--- config.mk ---
export PLATFORM = sky130hd
export DESIGN_NAME = acd_divider
export DESIGN_NICKNAME = d
export VERILOG_FILES = /design/src/shared/acd_pkg.sv /design/src/verilog/acd_pin_sync.sv /design/src/verilog/acd_divider.sv
export SDC_FILE = /design/constraint.sdc
export NUM_CORES = 1
export LEC_CHECK = 0
export CAP_MARGIN = 20
export CORE_MARGIN = 1
export CORE_UTILIZATION = 53
export DETAILED_ROUTE_END_ITERATION = 16
export DONT_BUFFER_PORTS = 1
export PLACE_DENSITY = 0.69
export SETUP_SLACK_MARGIN = 0.2
export SLEW_MARGIN = 40
export SYNTH_ARGS = -nofsm -noshare
export SYNTH_HDL_FRONTEND = slang
export SYNTH_HIERARCHICAL = 1
export SYNTH_SLANG_ARGS = --single-unit
--- constraint.sdc ---
create_clock -name pclk -period 4.81 [get_ports pclk]
set_input_delay 0.481 -clock pclk [delete_from_list [all_inputs] [get_ports pclk]]
set_output_delay 0.481 -clock pclk [all_outputs]
set_load 0.01 [all_outputs]
--- src/shared/acd_pkg.sv ---
// Package with register map, field layout, reset values and state types of the ADC clock divider.
package acd_pkg;

  // Printed register offsets are register indices; byte address is four times the index.
  localparam logic [9:0] ACD_IDX_RATIO_CONTROL = 10'h108;
  localparam logic [9:0] ACD_IDX_LOCAL_PHASE = 10'h109;
  localparam logic [9:0] ACD_IDX_SYNC_CONTROL = 10'h10A;
  localparam logic [9:0] ACD_IDX_CAPTURED_PHASE = 10'h129;
  localparam logic [9:0] ACD_IDX_STATUS = 10'h130;

  // APB geometry.
  localparam int ACD_ADDR_W = 12;
  localparam int ACD_DATA_W = 32;
  localparam int ACD_IDX_LSB = 2;

  // Field positions.
  localparam int ACD_RATIO_LSB = 0;
  localparam int ACD_PHASE_LSB = 0;
  localparam int ACD_AUTOPHASE_BIT = 7;
  localparam int ACD_CAPT_LSB = 0;
  localparam int ACD_STAT_HALF_LSB = 0;
  localparam int ACD_STAT_DIV_BIT = 4;
  localparam int ACD_STAT_AUTO_BIT = 5;
  localparam int ACD_STAT_EFF_LSB = 8;
  localparam int ACD_STAT_CNT_LSB = 16;

  // Reset values.
  localparam logic [1:0] ACD_RATIO_RESET = 2'h0;
  localparam logic [3:0] ACD_PHASE_RESET = 4'h0;
  localparam logic ACD_AUTOPHASE_RESET = 1'b0;
  localparam logic [3:0] ACD_CAPT_RESET = 4'h0;

  // Divider ratio codes.
  localparam logic [1:0] ACD_RATIO_DIV1 = 2'b00;
  localparam logic [1:0] ACD_RATIO_DIV2 = 2'b01;
  localparam logic [1:0] ACD_RATIO_DIV4 = 2'b11;

  // Phase offset codes with a named meaning.
  localparam logic [3:0] ACD_PHASE_NONE = 4'b0000;
  localparam logic [3:0] ACD_PHASE_INVERT = 4'b0001;

  // State of the pin synchroniser.
  typedef struct packed {
    logic meta_reg;
    logic level_reg;
    logic prev_reg;
  } acd_sync_state_t;

  // State of the divider and its register file.
  typedef struct packed {
    logic [1:0] ratio_code_reg;
    logic [3:0] local_phase_reg;
    logic autophase_en_reg;
    logic [3:0] captured_phase_reg;
    logic [2:0] half_count_reg;
    logic div_clk_reg;
    logic div_rise_reg;
    logic [7:0] sysref_count_reg;
    logic pready_reg;
    logic pslverr_reg;
    logic [31:0] prdata_reg;
  } acd_state_t;

endpackage

--- src/verilog/acd_pin_sync.sv ---
// Two-stage synchroniser for a pin with rising and any-edge pulse outputs.
`timescale 1ns/1ps

module acd_pin_sync (
  // Clock and reset.
  input wire logic pclk,
  input wire logic presetn,
  // Asynchronous pin.
  input wire logic pin_in,
  // Synchronised level and edge pulses.
  output logic level,
  output logic rise,
  output logic any_edge
);
  import acd_pkg::*;

  acd_sync_state_t state_reg;
  acd_sync_state_t state_next;

  // Shift the pin through two flops and a third that holds the previous level; the second and third flops feed edge logic.
  always_comb begin
    state_next = state_reg;
    state_next.meta_reg = pin_in;
    state_next.level_reg = state_reg.meta_reg;
    state_next.prev_reg = state_reg.level_reg;
  end

  // Register the synchroniser state.
  always_ff @(posedge pclk or negedge presetn) begin
    if (!presetn) begin
      state_reg <= '0;
    end else begin
      state_reg <= state_next;
    end
  end

  // Edge pulses compare two settled stages.
  assign level = state_reg.level_reg;
  assign rise = state_reg.level_reg & ~state_reg.prev_reg;
  assign any_edge = state_reg.level_reg ^ state_reg.prev_reg;

endmodule

--- src/verilog/acd_divider.sv ---
// Input clock divider with half-cycle phase offset and SYSREF autophase, behind an APB slave.
//
// Overview of operation
// RULE1 - Divide sample clock by 1, 2, 4.
// RULE2 - Offset 0000 gives no delay.
// RULE3 - Offset 0001 delays half cycle, inverted clock.
// RULE4 - 0010 delays one cycle, each step half.
// RULE5 - 1110 delays seven, 1111 seven and half.
// RULE6 - Autophase on: capture divider phase at SYSREF.
// RULE7 - Effective offset is captured plus local offset.
// RULE8 - Autophase off: SYSREF leaves phase unchanged.
// RULE9 - Autophase on: realign phase every SYSREF.
`timescale 1ns/1ps

module acd_divider (
  // Clock and reset.
  input wire logic pclk,
  input wire logic presetn,
  // APB slave.
  input wire logic psel,
  input wire logic penable,
  input wire logic pwrite,
  input wire logic [acd_pkg::ACD_ADDR_W-1:0] paddr,
  input wire logic [acd_pkg::ACD_DATA_W-1:0] pwdata,
  input wire logic [3:0] pstrb,
  output logic pready,
  output logic pslverr,
  output logic [acd_pkg::ACD_DATA_W-1:0] prdata,
  // Sample clock and SYSREF pins.
  input wire logic sample_clk_in,
  input wire logic sysref_in,
  // Divided clock.
  output logic div_clk_out,
  output logic div_rise_out
);
  import acd_pkg::*;

  acd_state_t state_reg;
  acd_state_t state_next;

  logic sclk_edge;
  logic sysref_rise;

  // The sample clock pin is synchronised; each of its edges marks one half input cycle.
  // The pin is oversampled by pclk, so each of its levels must stand for at least two pclk cycles.
  // A faster sample clock would lose edges here and the divider would slip its phase.
  acd_pin_sync u_sclk_sync (
    .pclk(pclk),
    .presetn(presetn),
    .pin_in(sample_clk_in),
    .level(),
    .rise(),
    .any_edge(sclk_edge)
  );

  // The SYSREF pin is synchronised; only its rising edge is an event.
  // The pin must stay high for at least two pclk cycles to be seen; a longer pulse still counts once.
  acd_pin_sync u_sysref_sync (
    .pclk(pclk),
    .presetn(presetn),
    .pin_in(sysref_in),
    .level(),
    .rise(sysref_rise),
    .any_edge()
  );

  // Number of half input cycles in one divided period, less one, used as a mask.
  // The period is two, four or eight half cycles, so the mask is one less than a power of two.
  function automatic logic [3:0] period_mask(input logic [1:0] code);
    logic [3:0] mask;
    mask = 4'h1;
    unique case (code)
      ACD_RATIO_DIV2: mask = 4'h3;
      ACD_RATIO_DIV4: mask = 4'h7;
      default: mask = 4'h1;
    endcase
    return mask;
  endfunction

  // The divided clock is high in the first half of its period.
  // With a ratio of one this reproduces the input clock, high for its first half cycle.
  function automatic logic phase_high(input logic [3:0] phase, input logic [1:0] code);
    logic [3:0] half_period;
    half_period = (period_mask(code) >> 1) + 4'h1;
    return phase < half_period;
  endfunction

  // Decoded APB signals, the SYSREF capture event and the divider offset and phase signals.
  logic [9:0] reg_idx;
  logic access_phase;
  logic access_done;
  logic wr_lane0;
  logic idx_hit;
  logic [3:0] eff_offset;
  logic [3:0] next_half;
  logic [3:0] delayed_phase;
  logic [31:0] read_word;
  logic wr_ratio;
  logic wr_phase;
  logic wr_sync;
  logic capture_event;

  // Register index, the access phase, and the completing cycle in which pready already stands.
  assign reg_idx = paddr[ACD_IDX_LSB +: 10];
  assign access_phase = psel & penable;
  assign access_done = access_phase & state_reg.pready_reg;
  assign wr_lane0 = pwrite & pstrb[0];
  // A SYSREF edge is an event only while autophase is on; otherwise the divider ignores it.
  assign capture_event = sysref_rise & state_reg.autophase_en_reg; // [RULE6] [RULE8]

  // Address decode of every mapped register.
  always_comb begin
    unique case (reg_idx)
      ACD_IDX_RATIO_CONTROL,
      ACD_IDX_LOCAL_PHASE,
      ACD_IDX_SYNC_CONTROL,
      ACD_IDX_CAPTURED_PHASE,
      ACD_IDX_STATUS: idx_hit = 1'b1;
      default: idx_hit = 1'b0;
    endcase
  end

  // Write strobes per register; a write lands only at the completing edge with byte lane 0 enabled.
  // Read-only and unmapped words have no strobe, so a write to them is dropped without side effects.
  always_comb begin
    wr_ratio = 1'b0;
    wr_phase = 1'b0;
    wr_sync = 1'b0;
    if (access_done && wr_lane0) begin
      unique case (reg_idx)
        ACD_IDX_RATIO_CONTROL: begin
          wr_ratio = 1'b1;
        end
        ACD_IDX_LOCAL_PHASE: begin
          wr_phase = 1'b1;
        end
        ACD_IDX_SYNC_CONTROL: begin
          wr_sync = 1'b1;
        end
        default: begin
          wr_sync = 1'b0;
        end
      endcase
    end
  end

  // Offset actually applied; with autophase the captured phase is added modulo sixteen.
  // The divider then applies this offset modulo its own period, so offsets beyond one period wrap.
  always_comb begin
    if (state_reg.autophase_en_reg) begin
      eff_offset = state_reg.captured_phase_reg + state_reg.local_phase_reg; // [RULE7]
    end else begin
      eff_offset = state_reg.local_phase_reg; // [RULE2] [RULE3] [RULE4] [RULE5]
    end
  end

  // Read multiplexer; reserved bits and unmapped addresses read as zero.
  // The status word shows the live counter and divided level, only a snapshot of a moving divider.
  always_comb begin
    read_word = '0;
    unique case (reg_idx)
      ACD_IDX_RATIO_CONTROL: begin
        read_word[ACD_RATIO_LSB +: 2] = state_reg.ratio_code_reg;
      end
      ACD_IDX_LOCAL_PHASE: begin
        read_word[ACD_PHASE_LSB +: 4] = state_reg.local_phase_reg;
      end
      ACD_IDX_SYNC_CONTROL: begin
        read_word[ACD_AUTOPHASE_BIT] = state_reg.autophase_en_reg;
      end
      ACD_IDX_CAPTURED_PHASE: begin
        read_word[ACD_CAPT_LSB +: 4] = state_reg.captured_phase_reg;
      end
      ACD_IDX_STATUS: begin
        read_word[ACD_STAT_HALF_LSB +: 3] = state_reg.half_count_reg;
        read_word[ACD_STAT_DIV_BIT] = state_reg.div_clk_reg;
        read_word[ACD_STAT_AUTO_BIT] = state_reg.autophase_en_reg;
        read_word[ACD_STAT_EFF_LSB +: 4] = eff_offset;
        read_word[ACD_STAT_CNT_LSB +: 8] = state_reg.sysref_count_reg;
      end
      default: begin
        read_word = '0;
      end
    endcase
  end

  // Half-cycle counter advances on each sample clock edge and wraps at the divided period.
  // Without an edge the counter holds; masking also pulls it into range after a ratio change.
  always_comb begin
    if (sclk_edge) begin
      next_half = ({1'b0, state_reg.half_count_reg} + 4'h1) & period_mask(state_reg.ratio_code_reg); // [RULE1]
    end else begin
      next_half = {1'b0, state_reg.half_count_reg} & period_mask(state_reg.ratio_code_reg);
    end
  end

  // Each offset step delays the divided waveform by one half input cycle.
  assign delayed_phase = (next_half - eff_offset) & period_mask(state_reg.ratio_code_reg); // [RULE3] [RULE4]

  // Next-state logic of the whole block.
  always_comb begin
    state_next = state_reg;

    // Divider counter and divided clock.
    state_next.half_count_reg = next_half[2:0]; // [RULE1]
    state_next.div_clk_reg = phase_high(delayed_phase, state_reg.ratio_code_reg); // [RULE2] [RULE5]
    state_next.div_rise_reg = state_next.div_clk_reg & ~state_reg.div_clk_reg;

    // SYSREF capture only while autophase is on; otherwise the event is ignored.
    // The captured half-cycle count becomes part of the offset, which realigns the divider to the event.
    if (capture_event) begin
      state_next.captured_phase_reg = {1'b0, state_reg.half_count_reg}; // [RULE6] [RULE9]
      state_next.sysref_count_reg = state_reg.sysref_count_reg + 8'h01;
    end

    // One wait state: pready rises in the second access cycle and falls after the transfer.
    // Registering the answer keeps pready, pslverr and prdata straight from flops at the cost of that wait.
    state_next.pready_reg = access_phase & ~state_reg.pready_reg;
    if (access_phase && !state_reg.pready_reg) begin
      state_next.pslverr_reg = ~idx_hit;
      state_next.prdata_reg = pwrite ? '0 : read_word;
    end else if (access_done) begin
      state_next.pslverr_reg = 1'b0;
      state_next.prdata_reg = '0;
    end

    // Register writes take effect at the completing edge of the transfer.
    // A ratio change restarts nothing; the half-cycle counter is simply masked to the new period.
    if (wr_ratio) begin
      state_next.ratio_code_reg = pwdata[ACD_RATIO_LSB +: 2]; // [RULE1]
    end
    if (wr_phase) begin
      state_next.local_phase_reg = pwdata[ACD_PHASE_LSB +: 4];
    end
    if (wr_sync) begin
      state_next.autophase_en_reg = pwdata[ACD_AUTOPHASE_BIT]; // [RULE9]
    end
  end

  // Register all state.
  // Control registers clear with the rest, so the divider restarts at ratio one with no offset.
  always_ff @(posedge pclk or negedge presetn) begin
    if (!presetn) begin
      state_reg <= '0;
      state_reg.ratio_code_reg <= ACD_RATIO_RESET;
      state_reg.local_phase_reg <= ACD_PHASE_RESET;
      state_reg.autophase_en_reg <= ACD_AUTOPHASE_RESET;
      state_reg.captured_phase_reg <= ACD_CAPT_RESET;
    end else begin
      state_reg <= state_next;
    end
  end

  // Outputs come straight from flops.
  assign pready = state_reg.pready_reg;
  assign pslverr = state_reg.pslverr_reg;
  assign prdata = state_reg.prdata_reg;
  assign div_clk_out = state_reg.div_clk_reg;
  assign div_rise_out = state_reg.div_rise_reg;

endmodule

After elaboration in Yosys (flattened, before gate mapping)
Index checks and enable logic that the tools add are counted.

Bits of input ports: 55. RAM bits: 0. Memories kept: 0. Logic and storage cells: 72. Bits in read-only memories: 0. Latch bits: 0. Bits in registers: 63.

Muxes and demuxes: 22. Shifts and indexed selects: 0. Equality and inequality tests: 7. Bitwise operators: 15. Multiply operators: 0. Reductions and logical operators: 5. Magnitude comparators: 1. Div/mod/pow operators: 0. Add/subtract/negate cells: 5.

Operator list (number): 2-to-1 mux 33 bit (2); == test 10 x 9 -> 1 bit (second input constant) (5); 2-to-1 mux 24 bit (1); 2-to-1 mux 4 bit (5); 2-to-1 mux 1 bit (9); adder 3 x 1 -> 4 bit (second input constant) (2); adder 8 x 1 -> 8 bit (second input constant) (1); bitwise AND 4 bit (2); 2-to-1 mux 8 bit (1); one-hot mux 2 bit (4 select lines) (1); bitwise AND 1 bit (7); one-hot mux 3 bit (2 select lines) (1); OR reduction 5 bit (1); adder 3 x 4 -> 4 bit (1); bitwise AND 3 x 4 -> 4 bit (1); less-than comparator 4 bit (1); inverter 1 bit (4); subtractor 4 bit (1); one-hot mux 1 bit (3 select lines) (1); == test 2 x 1 -> 1 bit (second input constant) (1); == test 2 bit (second input constant) (1); logical AND 1 bit (2); 2-to-1 mux 2 bit (1); nonzero test 2 bit (1); other kinds (2) (2).

Logic depth before layout (Yosys ltp)
Gate-level depths: netlist (run 1).

Word-level depth: 9. Gate-level depth with buffers: 12.

Modules after synthesis
The synthesis (run 1) kept the hierarchy.

By module, submodules not included: acd_divider (times used 1, sequential area each 1101.1 µm², area each 2396.0 µm², cells an instance 211); acd_pin_sync (times used 2, sequential area each 75.1 µm², area each 95.1 µm², cells an instance 6).

Worst setup path after synthesis (run 1)
No wires, ideal clock.

Path type: reg-to-reg. Start point: register state_reg[47] in the netlist's numbering. End point: register state_reg, in the netlist div_rise_out. Arrival: 2.673 ns. Path slack: 2.051 ns. Stages on the path, launching flop included: 10. Setup time: 0.086 ns. Data required time: 4.724 ns. Cells stage by stage: dfrtp_1 ha_1 fa_1 mux2_2 fa_1 xnor2_1 mux2_2 ha_1 nor2b_1 nor3_1.

RTL lines: start: declaration (line acd_divider.sv:38) `acd_state_t state_reg;`; start signal: assignment (line acd_divider.sv:250) `state_reg <= state_next;`.

==> metrics.md, run 1 <==
| Metric | Value |
|---|---|
| Full die area | 5156 um2 |
| Clock root buffer | clkbuf_8 |
| Routed wire per std cell | 16.23 um |
| LEAKAGE | 0.001248 uW |
| Dpl cell area | 2427 um2 |
| Vias in the first global route | about 1400 |
| DRC | 0 |
| Status | completed |
| Worst vdd ir | ~0.13 mV |
| Routed via count | 1467 |
| Fin area | 2576 um2 |
| Commonest non-fill, non-tap cell in the layout | dfrtp_1 |
| First-pass GRT wire length | 7224 um |
| Crit path kind | flop to flop |
| Initial antenna violation count | 0 |
| PD cells | around 320 nW/um2 |
| Routed Antenna Nets | 0 |
| Tmin final | 2.941 ns |
| Hold Path Class | input port to async pin |
| Relative max-transition margin | between 50% and 60% |
| Die height | roughly 72 um |
| Final setup vio count | 0 |
| Synthesized area per cell | about 12 um2 |
| Initial Util | between 50% and 60% |
| Final HPWL DP | 3211 um |
| Grt ovf | 0 |
| Core Box Area | around 4700 um2 |
| Setup_tns | 0 ns |
| Worst path cell trace | ha_1, fa_1, mux2_2, fa_1, xnor2_1, mux2_2, ha_1, nor2b_1, nor3_1 |
| Post-Synthesis Cells | 222 |
| Sw Pwr | 192.0 uW |
| YS warnings | 6 |
| # resized after CTS | 0 |
| Pins Over Slew Limit | 0 |
| Clk_lat worst skew | ~0.3 ns |
| Critical path's largest stage delay | roughly 0.45 ns |
| Commonest non-fill, non-tap cells in the layout | dfrtp_1, mux2_2, nand2_1, a22o_1, conb_1 |
| CTS Sinks | 50 |
| Power Internal | 628.9 uW |
| Ports | 91 |
| Multi-input gate area | 1090 um2 |
| Comb power frac | 7.0% |
| Crit path launch type | flop |
| CTS Buf Count | 5 |
| Crit-path max FO | 4 |
| Vias per inst | ~5.6 |
| Final hold slack | 0.01971 ns |
| Fillers | about 380 |
| Layout area overhead | -0.2423% |
| Cell area after synthesis | roughly 2600 um2 |
| Placed Cells | 251 |
| IO Port Bufs | 0 |
| Setup crit end kind | flop |
| Crit path required time | 5.03 ns |
| Max-Cap Viols | 0 |
| Final #Nets | 273 |
| Maximum clock rate | 340.1 MHz |
| H-tree levels | 2 |
| Register area | between 1000 and 1500 um2 |
| Maximum clock path buffer count | 2 |
| Final Non-Filler Cells | 260 |
| Chip width | 71.81 um |
| Clock power frac | 37.6% |
| GRT Util Overall | a little under a fifth |
| DR iter-0 viols | 63 |
| Post-Route WL | ~4200 um |
| Drt first pass iters | 4 |
| Placer Congestion | about 0.8 |
| RSZ-0062 raised after global routing | false |
| CTS tree | yes |
| Hold Fails Final Rpt | 0 |
| Net Sw Frac | between 20% and 30% |
| Tcrit/Tclk final | 61.14% |
| Share of cells above drive strength 1 | between 10% and 20% |
| Largest net degree at the start of global routing | a little over 50 |
| Reg power frac | between 50% and 60% |
| Crit path DAT | 3.16 ns |
| Slowest CP cell | fa_1 |
| Flip-flop count of the largest register after layout | 21 |
| Clk slew on worst S/H paths | 0.09 ns |
| Rows | 25 |
| Diodes inserted | 0 |
| Setup Skew | 0.01157 ns |
| Slew @ Worst Pin | 0.7275 ns |
-- path summary, 6_finish.rpt --
kind / startpoint / end / slack, ns / cells past startpoint
max: state_reg[47]$_DFFE_PN0P_ / div_rise_out$_DFF_PN0_ / 1.87 / 9
min: presetn / prdata[21]$_DFFE_PN0P_ / 0.02 / 1
max reg2reg: state_reg[47]$_DFFE_PN0P_ / div_rise_out$_DFF_PN0_ / 1.87 / 9
min reg2reg: u_sclk_sync/state_next[1]$_DFF_PN0_ / u_sclk_sync/level$_DFF_PN0_ / 0.36 / 0
max in group asynchronous: presetn / state_reg[48]$_DFFE_PN0P_ / 4.58 / 1
min in group pclk: sysref_in / u_sysref_sync/state_next[1]$_DFF_PN0_ / 0.20 / 0
-- layout make-up --
cell class                      instances  share of cell area [%]
Timing Repair Buffer                    1                   1.068
Multi-Input combinational cell        142                   42.30
Clock inverter                          2                   1.506
Sequential cell                        50                   48.57
Clock buffer                            6                   3.205
Tap cell                               54                   2.623
Inverter                                5                  0.7285
-- layer usage --
metal | global-route usage (%) | wire length (um)
met1 | 23.30 | 1881
met5 | 0 | 0
met2 | 29.77 | 2075
met4 | 4.575 | 34
met3 | 6.470 | 228
-- power groups by stage --
| stage | Sequential (uW) | Combinational [uW] | Clock, uW |
|---|---|---|---|
| 2_1_floorplan | 459 | 49.6 | 0 |
| 3_3_place_gp | 464 | 45.3 | 0 |
| 3_5_place_dp | 464 | 47.5 | 0 |
| 4_1_cts | 456 | 58.3 | 319 |
| 5_1_grt | 459 | 66.6 | 336 |
| 6_report | 455 | 57.1 | 308 |
-- per-stage QoR --
| step | power (uW) | utilization [%] | setup slack, ns |
|---|---|---|---|
| CTS | 833.5 | 54.91 | 1.844 |
| global route | 861.5 | 54.91 | 1.740 |
| floorplan | 508.6 | - | 2.051 |
| global placement | 509.0 | 51.73 | 1.916 |
| finish | 820.9 | 54.91 | 1.869 |
| detailed placement | 511.9 | 51.73 | 1.869 |
-- worst max-delay path, delay by kind of cell (launching register included) --
kind                       cells  cell delay [ns]
DFF                            1             0.42
xor gates and xnor gates       1             0.18
adders and majority gates      4             1.33
and+or+nand+nor                2             0.26
muxes                          2             0.66
-- what timing repair did --
action,CTS,global route
hold endpoints to repair,50,0
hold buffers,1,0
setup buffers,0,0
Power figures use the tool's default switching activity.
==> run 2, diff against run 1 <==
--- a/config.mk
+++ b/config.mk
@@ -10,7 +10,7 @@
 export CORE_UTILIZATION = 53
 export DETAILED_ROUTE_END_ITERATION = 16
 export DONT_BUFFER_PORTS = 1
-export PLACE_DENSITY = 0.69
+export PLACE_DENSITY = 0.72
 export SETUP_SLACK_MARGIN = 0.2
 export SLEW_MARGIN = 40
 export SYNTH_ARGS = -nofsm -noshare
==> constraint.sdc (replaced) <==
create_clock -name pclk -period 2.7 [get_ports pclk]
set_input_delay 0.27 -clock pclk [delete_from_list [all_inputs] [get_ports pclk]]
set_output_delay 0.27 -clock pclk [all_outputs]
set_load 0.01 [all_outputs]
==> run 2 against run 1 <==
The run now ends with design-rule violations, negative setup slack left. Design area increased by 5.9%. Power increased by 80%. Utilization is 3.2 points higher. Register-to-register slack worse by 1.9 ns. Sequential share of layout area shrank 2.7 points. Clock skew is 0.0026 ns lower. Count of clock-buffer cells in the layout down 1. Via count rose by 3.4%. First-iteration DRC count is 52% higher. Critical endpoint is now div_clk_out$_DFF_PN0_. Largest power group unchanged. Highest routed layer unchanged.
==> metrics.md, run 2 (synthesis results as in run 1) <==
| Metric | Value |
|---|---|
| Setup crit end kind | flop (unchanged) |
| Reg-to-reg endpoint | div_clk_out$_DFF_PN0_ (was div_rise_out$_DFF_PN0_) |
| IO Port Bufs | 0 (unchanged) |
| Grt ovf | 0 (unchanged) |
| Die height | 71.81 um (unchanged) |
| Routed wire per std cell | 16.12 um (was 16.23 um) |
| Maximum clock path buffer count | 2 (unchanged) |
| Largest net degree at the start of global routing | 51 (unchanged) |
| LEAKAGE | 0.001322 uW (was 0.001248 uW) |
| Routed Antenna Nets | 0 (unchanged) |
| Placed Cells | 259 (was 251) |
| Initial Util | 55.04% (unchanged) |
| Rows | 25 (unchanged) |
| Crit path DAT | 2.95 ns (was 3.16 ns) |
| Critical path startpoint | state_reg[47]$_DFFE_PN0P_ (unchanged) |
| Multi-input gate area | 1149 um2 (was 1090 um2) |
| Crit-path max FO | 2 (was 4) |
| Register area | 1251 um2 (unchanged) |
| DR iter-0 viols | 96 (was 63) |
| RSZ-0062 raised after global routing | true (was false) |
| PnR worst setup slack | -0.05217 ns (was 1.869 ns) |
| Worst R2R Path Depth | 9 (unchanged) |
| Chip width | 71.81 um (unchanged) |
| DRC | 2 (was 0) |
| Crit path launch type | flop (unchanged) |
| Commonest non-fill, non-tap cell in the layout | dfrtp_1 (unchanged) |
| Reg-to-Reg Start | state_reg[47]$_DFFE_PN0P_ (unchanged) |
| Share of cells above drive strength 1 | 23.39% (was 16.50%) |
| Ports | 91 (unchanged) |
| Diodes inserted | 0 (unchanged) |
| Fillers | 370 (was 383) |
| Flip-flop count of the largest register after layout | 21 (unchanged) |
| FF-to-FF setup slack | -0.05 ns (was 1.87 ns) |
| Clock root buffer | clkbuf_8 (unchanged) |
| PD cells | 541.1 nW/um2 (was 318.6 nW/um2) |
| Failing checks | design-rule violations, negative setup slack |
| Core Box Area | 4692 um2 (unchanged) |
| Hold Fails Final Rpt | 0 (unchanged) |
| Vias in the first global route | 1527 (was 1420) |
| Setup Skew | 0.009017 ns (was 0.01157 ns) |
| Setup_tns | -0.1021 ns (was 0 ns) |
| Clk slew on worst S/H paths | 0.09 ns (about the same) |
| Drt first pass iters | 10 (was 4) |
| Crit path kind | flop to flop (unchanged) |
| CTS Buf Count | 5 (unchanged) |
| Critical path endpoint | div_clk_out$_DFF_PN0_ (was div_rise_out$_DFF_PN0_) |
| Maximum clock rate | 363.4 MHz (was 340.1 MHz) |
| Tcrit/Tclk final | 101.9% (was 61.14%) |
| Status | complete, but fails checks (was completed) |
| Commonest non-fill, non-tap cells in the layout | dfrtp_1, mux2_2, nand2_1, a22o_1, conb_1 (unchanged) |
| Placer Congestion | 0.7948 (was 0.7827) |
| Full die area | 5156 um2 (unchanged) |
| Layout area overhead | 5.620% (was -0.2423%) |
| Tmin final | 2.752 ns (was 2.941 ns) |
| Vias per inst | 5.577 (was 5.642) |
| Initial antenna violation count | 0 (unchanged) |
| Max-Cap Viols | 0 (unchanged) |
| Crit path required time | 2.90 ns (was 5.03 ns) |
| Hold Path Class | input port to flop (was input port to async pin) |
| CTS Sinks | 50 (unchanged) |
| Pins Over Slew Limit | 0 (unchanged) |
| CTS tree | yes (unchanged) |
| Post-Route WL | 4385 um (was 4219 um) |
| Final Non-Filler Cells | 272 (was 260) |
| GRT Util Overall | 18.53% (was 18.25%) |
| Worst vdd ir | 0.3163 mV (was 0.1322 mV) |
| H-tree levels | 2 (unchanged) |
| Routed via count | 1517 (was 1467) |
| First-pass GRT wire length | 7286 um (was 7224 um) |
| Final #Nets | 285 (was 273) |
| Clk_lat worst skew | 0.30 ns (about the same) |
| Final setup vio count | 2 (was 0) |
| Final HPWL DP | 3274 um (was 3211 um) |
-- run 2: metal layers --
metal,global-route usage [%],up-vias,part of all wire (%)
li1,-,718,-
met1,24.13,753,45
met2,29.87,42,50
met3,5.345,4,4.4
met4,6.100,0,0.87
met5,0,-,0
-- run 2: worst min-delay path by stage --
stage / from / end / cells past startpoint
final: pwdata[7] / state_reg[51]$_DFFE_PN0P_ / 1
after detailed placement: presetn / prdata[21]$_DFFE_PN0P_ / 0
after global routing: pwdata[1] / state_reg[57]$_DFFE_PN0P_ / 1
after CTS: pwdata[7] / state_reg[51]$_DFFE_PN0P_ / 1
after floorplan: presetn / div_clk_out$_DFF_PN0_ / 0
after global placement: presetn / prdata[22]$_DFFE_PN0P_ / 0
-- run 2: power breakdown --
part	total, uW	switching (uW)	leakage (uW)	internal (uW)
registers	814	37.1	0.000676	777
clock network	537	254	0.0000591	283
logic	124	71.5	0.000587	52.9
total	1480	363	0.00132	1110
-- run 2: repair_timing --
| item | CTS | global route |
|---|---|---|
| pin swaps | 4 | 2 |
| hold buffers | 4 | 0 |
| endpoints found under the hold margin | 52 | 0 |
| resized for setup | 3 | 1 |
| endpoints found under the setup margin | 2 | 2 |
| buffers inserted | 1 | 0 |
-- run 2: per-stage QoR --
stage                     power (uW)  worst slack (ns)  cell area [um2]  hold slack (ns)  utilization [%]
after detailed placement       921.9          -0.09334             2527         -0.02499            53.87
final                           1476          -0.05217             2728           0.1114            58.13
after floorplan                917.9           0.02923             2668         -0.02559                -
after global routing            1550           -0.1249             2728          0.09820            58.13
after global placement         919.6          -0.01793             2527         -0.02494            53.87
after CTS                       1487          -0.06111             2720           0.1084            57.97
-- run 2: final cells by class --
cell class	instances	area share, %
Clock buffer	5	2.523
Clock inverter	3	1.743
Inverter	5	0.6881
Multi-Input combinational cell	142	42.11
Sequential cell	50	45.87
Tap cell	54	2.477
Timing Repair Buffer	13	4.587
-- run 2: critical path, cell delays in order, from the launching register on --
cell	delay (ns)
dfrtp_1	0.41
ha_2	0.20
fa_1	0.44
mux2_4	0.29
fa_2	0.36
xnor2_2	0.18
mux2_4	0.33
ha_4	0.26
nor2b_4	0.14
nor2_1	0.05
==> run 3, diff against run 2 <==
--- a/config.mk
+++ b/config.mk
@@ -10,7 +10,9 @@
 export CORE_UTILIZATION = 53
 export DETAILED_ROUTE_END_ITERATION = 16
 export DONT_BUFFER_PORTS = 1
+export HOLD_SLACK_MARGIN = 0.15
 export PLACE_DENSITY = 0.72
+export RECOVER_POWER = 25
 export SETUP_SLACK_MARGIN = 0.2
 export SLEW_MARGIN = 40
 export SYNTH_ARGS = -nofsm -noshare
==> run 3 against run 2 <==
The run still ends with design-rule violations, negative setup slack left. Wire length is 0.52% higher. Design area is 1.0% higher. Sequential power hardly changed. Register-to-register slack hardly changed. Highest routed layer unchanged. Combinational power hardly changed. Critical path depth stayed put. Count of clock-buffer cells in the layout stayed put. Utilization is 0.59 points higher. Sequential cell count stayed put. Largest power group unchanged.
==> metrics.md, run 3 (synthesis results as in run 1) <==
| Metric | Value |
|---|---|
| First-pass GRT wire length | 7362 um (was 7286 um) |
| Ports | 91 (unchanged) |
| Largest net degree at the start of global routing | 51 (unchanged) |
| H-tree levels | 2 (unchanged) |
| GRT Util Overall | 18.65% (was 18.53%) |
| Hold path endpoint | prdata[7]$_DFFE_PN0P_ (was state_reg[51]$_DFFE_PN0P_) |
| Failing checks | design-rule violations, negative setup slack (unchanged) |
| Crit path launch type | flop (unchanged) |
| PnR worst setup slack | -0.05503 ns (was -0.05217 ns) |
| Reg-to-Reg Start | state_reg[47]$_DFFE_PN0P_ (unchanged) |
| Clk slew on worst S/H paths | 0.09 ns (about the same) |
| Maximum clock path buffer count | 2 (unchanged) |
| Vias per inst | 5.567 (was 5.577) |
| HP Start | paddr[3] (was pwdata[7]) |
| Routed Antenna Nets | 0 (unchanged) |
| Power Internal | 1114 uW (was 1113 uW) |
| Die height | 71.81 um (unchanged) |
| Crit-path max FO | 2 (unchanged) |
| Status | complete, but fails checks (unchanged) |
| Layout area overhead | 6.686% (was 5.620%) |
| Final setup vio count | 2 (unchanged) |
| Initial Util | 55.04% (unchanged) |
| Initial antenna violation count | 0 (unchanged) |
| Crit path required time | 2.90 ns (about the same) |
| Pins Over Slew Limit | 0 (unchanged) |
| Final HPWL DP | 3274 um (unchanged) |
| Chip width | 71.81 um (unchanged) |
| Clock power frac | 36.3% (was 36.4%) |
| Relative max-transition margin | 21.19% |
| Hold depth | 2 (was 1) |
| Core Box Area | 4692 um2 (unchanged) |
| Crit path kind | flop to flop (unchanged) |
| Pre-CTS WS | -0.09334 ns (unchanged) |
| Post-Route WL | 4408 um (was 4385 um) |
| Fillers | 371 (was 370) |
| Routed wire per std cell | 15.91 um (was 16.12 um) |
| DR iter-0 viols | 82 (was 96) |
| Share of cells above drive strength 1 | 22.87% (was 23.39%) |
| Power, Total | 1477 uW (was 1476 uW) |
| Setup_tns | -0.1078 ns (was -0.1021 ns) |
| Placer Congestion | 0.7948 (unchanged) |
| Setup Skew | 0.009245 ns (was 0.009017 ns) |
| Register area | 1251 um2 (unchanged) |
| DRC | 2 (unchanged) |
| Worst vdd ir | 0.3160 mV (was 0.3163 mV) |
| Final #Nets | 290 (was 285) |
| Reg-to-reg endpoint | div_clk_out$_DFF_PN0_ (unchanged) |
| Slew @ Worst Pin | 1.182 ns |
| Commonest non-fill, non-tap cells in the layout | dfrtp_1, mux2_2, nand2_1, a22o_1, conb_1 (unchanged) |
| Tmin final | 2.755 ns (was 2.752 ns) |
| Routed via count | 1542 (was 1517) |
| RSZ-0062 raised after global routing | true (unchanged) |
| Rows | 25 (unchanged) |
| Final core utilization | 58.72% (was 58.13%) |
| Clock root buffer | clkbuf_8 (unchanged) |
| Comb power frac | 8.5% (was 8.4%) |
| Full die area | 5156 um2 (unchanged) |
| Crit path DAT | 2.95 ns (about the same) |
| FF-to-FF setup slack | -0.06 ns (was -0.05 ns) |
| Commonest non-fill, non-tap cell in the layout | dfrtp_1 (unchanged) |
| Maximum clock rate | 363.0 MHz (was 363.4 MHz) |
| Multi-input gate area | 1149 um2 (unchanged) |
| IO Port Bufs | 0 (unchanged) |
| LEAKAGE | 0.001335 uW (was 0.001322 uW) |
| Dpl cell area | 2527 um2 (unchanged) |
| Reg power frac | 55.2% (about the same) |
| Setup crit end kind | flop (unchanged) |
| Flip-flop count of the largest register after layout | 21 (unchanged) |
| Diodes inserted | 0 (unchanged) |
| Hold Fails Final Rpt | 0 (unchanged) |
| Tcrit/Tclk final | 102.0% (was 101.9%) |
| Max-Cap Viols | 0 (unchanged) |
| CTS Buf Count | 5 (unchanged) |
| PD cells | 536.0 nW/um2 (was 541.1 nW/um2) |
| Grt ovf | 0 (unchanged) |
| Vias in the first global route | 1548 (was 1527) |
| Clk_lat worst skew | 0.30 ns (about the same) |
| Fin area | 2755 um2 (was 2728 um2) |
| Sw Pwr | 362.9 uW (was 363.0 uW) |
| Critical path startpoint | state_reg[47]$_DFFE_PN0P_ (unchanged) |
| Hold Path Class | input port to flop (unchanged) |
| Worst R2R Path Depth | 9 (unchanged) |
| CTS tree | yes (unchanged) |
| CTS Sinks | 50 (unchanged) |
| Net Sw Frac | 24.57% (was 24.59%) |
| Drt first pass iters | 10 (unchanged) |
## run 3: cell count changes in the layout (fill, tap and decap cells not counted), sizes merged
cell	delta
dlygate4sd3	+5
buf	-1
clkbuf	+1
## run 3: cell type report
type                            instances  share of cell area, %
Clock buffer                            5                  2.498
Tap cell                               54                  2.452
Inverter                                5                 0.6812
Timing Repair Buffer                   18                  5.540
Sequential cell                        50                  45.41
Clock inverter                          3                  1.726
Multi-Input combinational cell        142                  41.69
## run 3: per-layer routing
layer / up-vias / global-route usage (%) / part of all wire [%]
met1: 759 / 24.50 / 44
met3: 6 / 5.063 / 4.7
li1: 727 / - / -
met5: - / 0 / 0
met2: 50 / 30.08 / 50
met4: 0 / 6.100 / 1.1
## run 3: worst max path at each step
stage                                   to  slack (ns)  cells past startpoint
finish               div_clk_out$_DFF_PN0_       -0.06                      9
global route        div_rise_out$_DFF_PN0_       -0.12                      9
CTS                 div_rise_out$_DFF_PN0_       -0.06                      9
detailed placement  div_rise_out$_DFF_PN0_       -0.09                      9
global placement    div_rise_out$_DFF_PN0_       -0.02                      9
floorplan           div_rise_out$_DFF_PN0_        0.03                      9
## run 3: critical path, stage by stage, from the launching register on
cell,delay (ns)
dfrtp_1,0.41
ha_2,0.20
fa_1,0.44
mux2_4,0.29
fa_2,0.37
xnor2_2,0.18
mux2_4,0.33
ha_4,0.26
nor2b_4,0.14
nor2_1,0.05
## run 3: power groups by stage
stage	clock, uW	sequential (uW)	combinational [uW]
after floorplan	0	818	100
after global placement	0	827	92.6
after detailed placement	0	826	95.8
after CTS	551	813	129
after global routing	583	821	148
final	536	815	126
## run 3: what timing repair did
action                                  in CTS  in global routing
gates resized for setup                      3                  1
hold buffers                                 9                  0
setup buffers                                1                  0
endpoints found under the setup margin       2                  2
pin swaps                                    4                  2
hold endpoints to repair                    59                  0
## run 3: through the flow
stage               instances  hold slack [ns]
floorplan                 234         -0.02559
global placement          259         -0.02494
detailed placement        259         -0.02499
CTS                       277           0.1934
global route              277           0.2418
finish                    277           0.1974
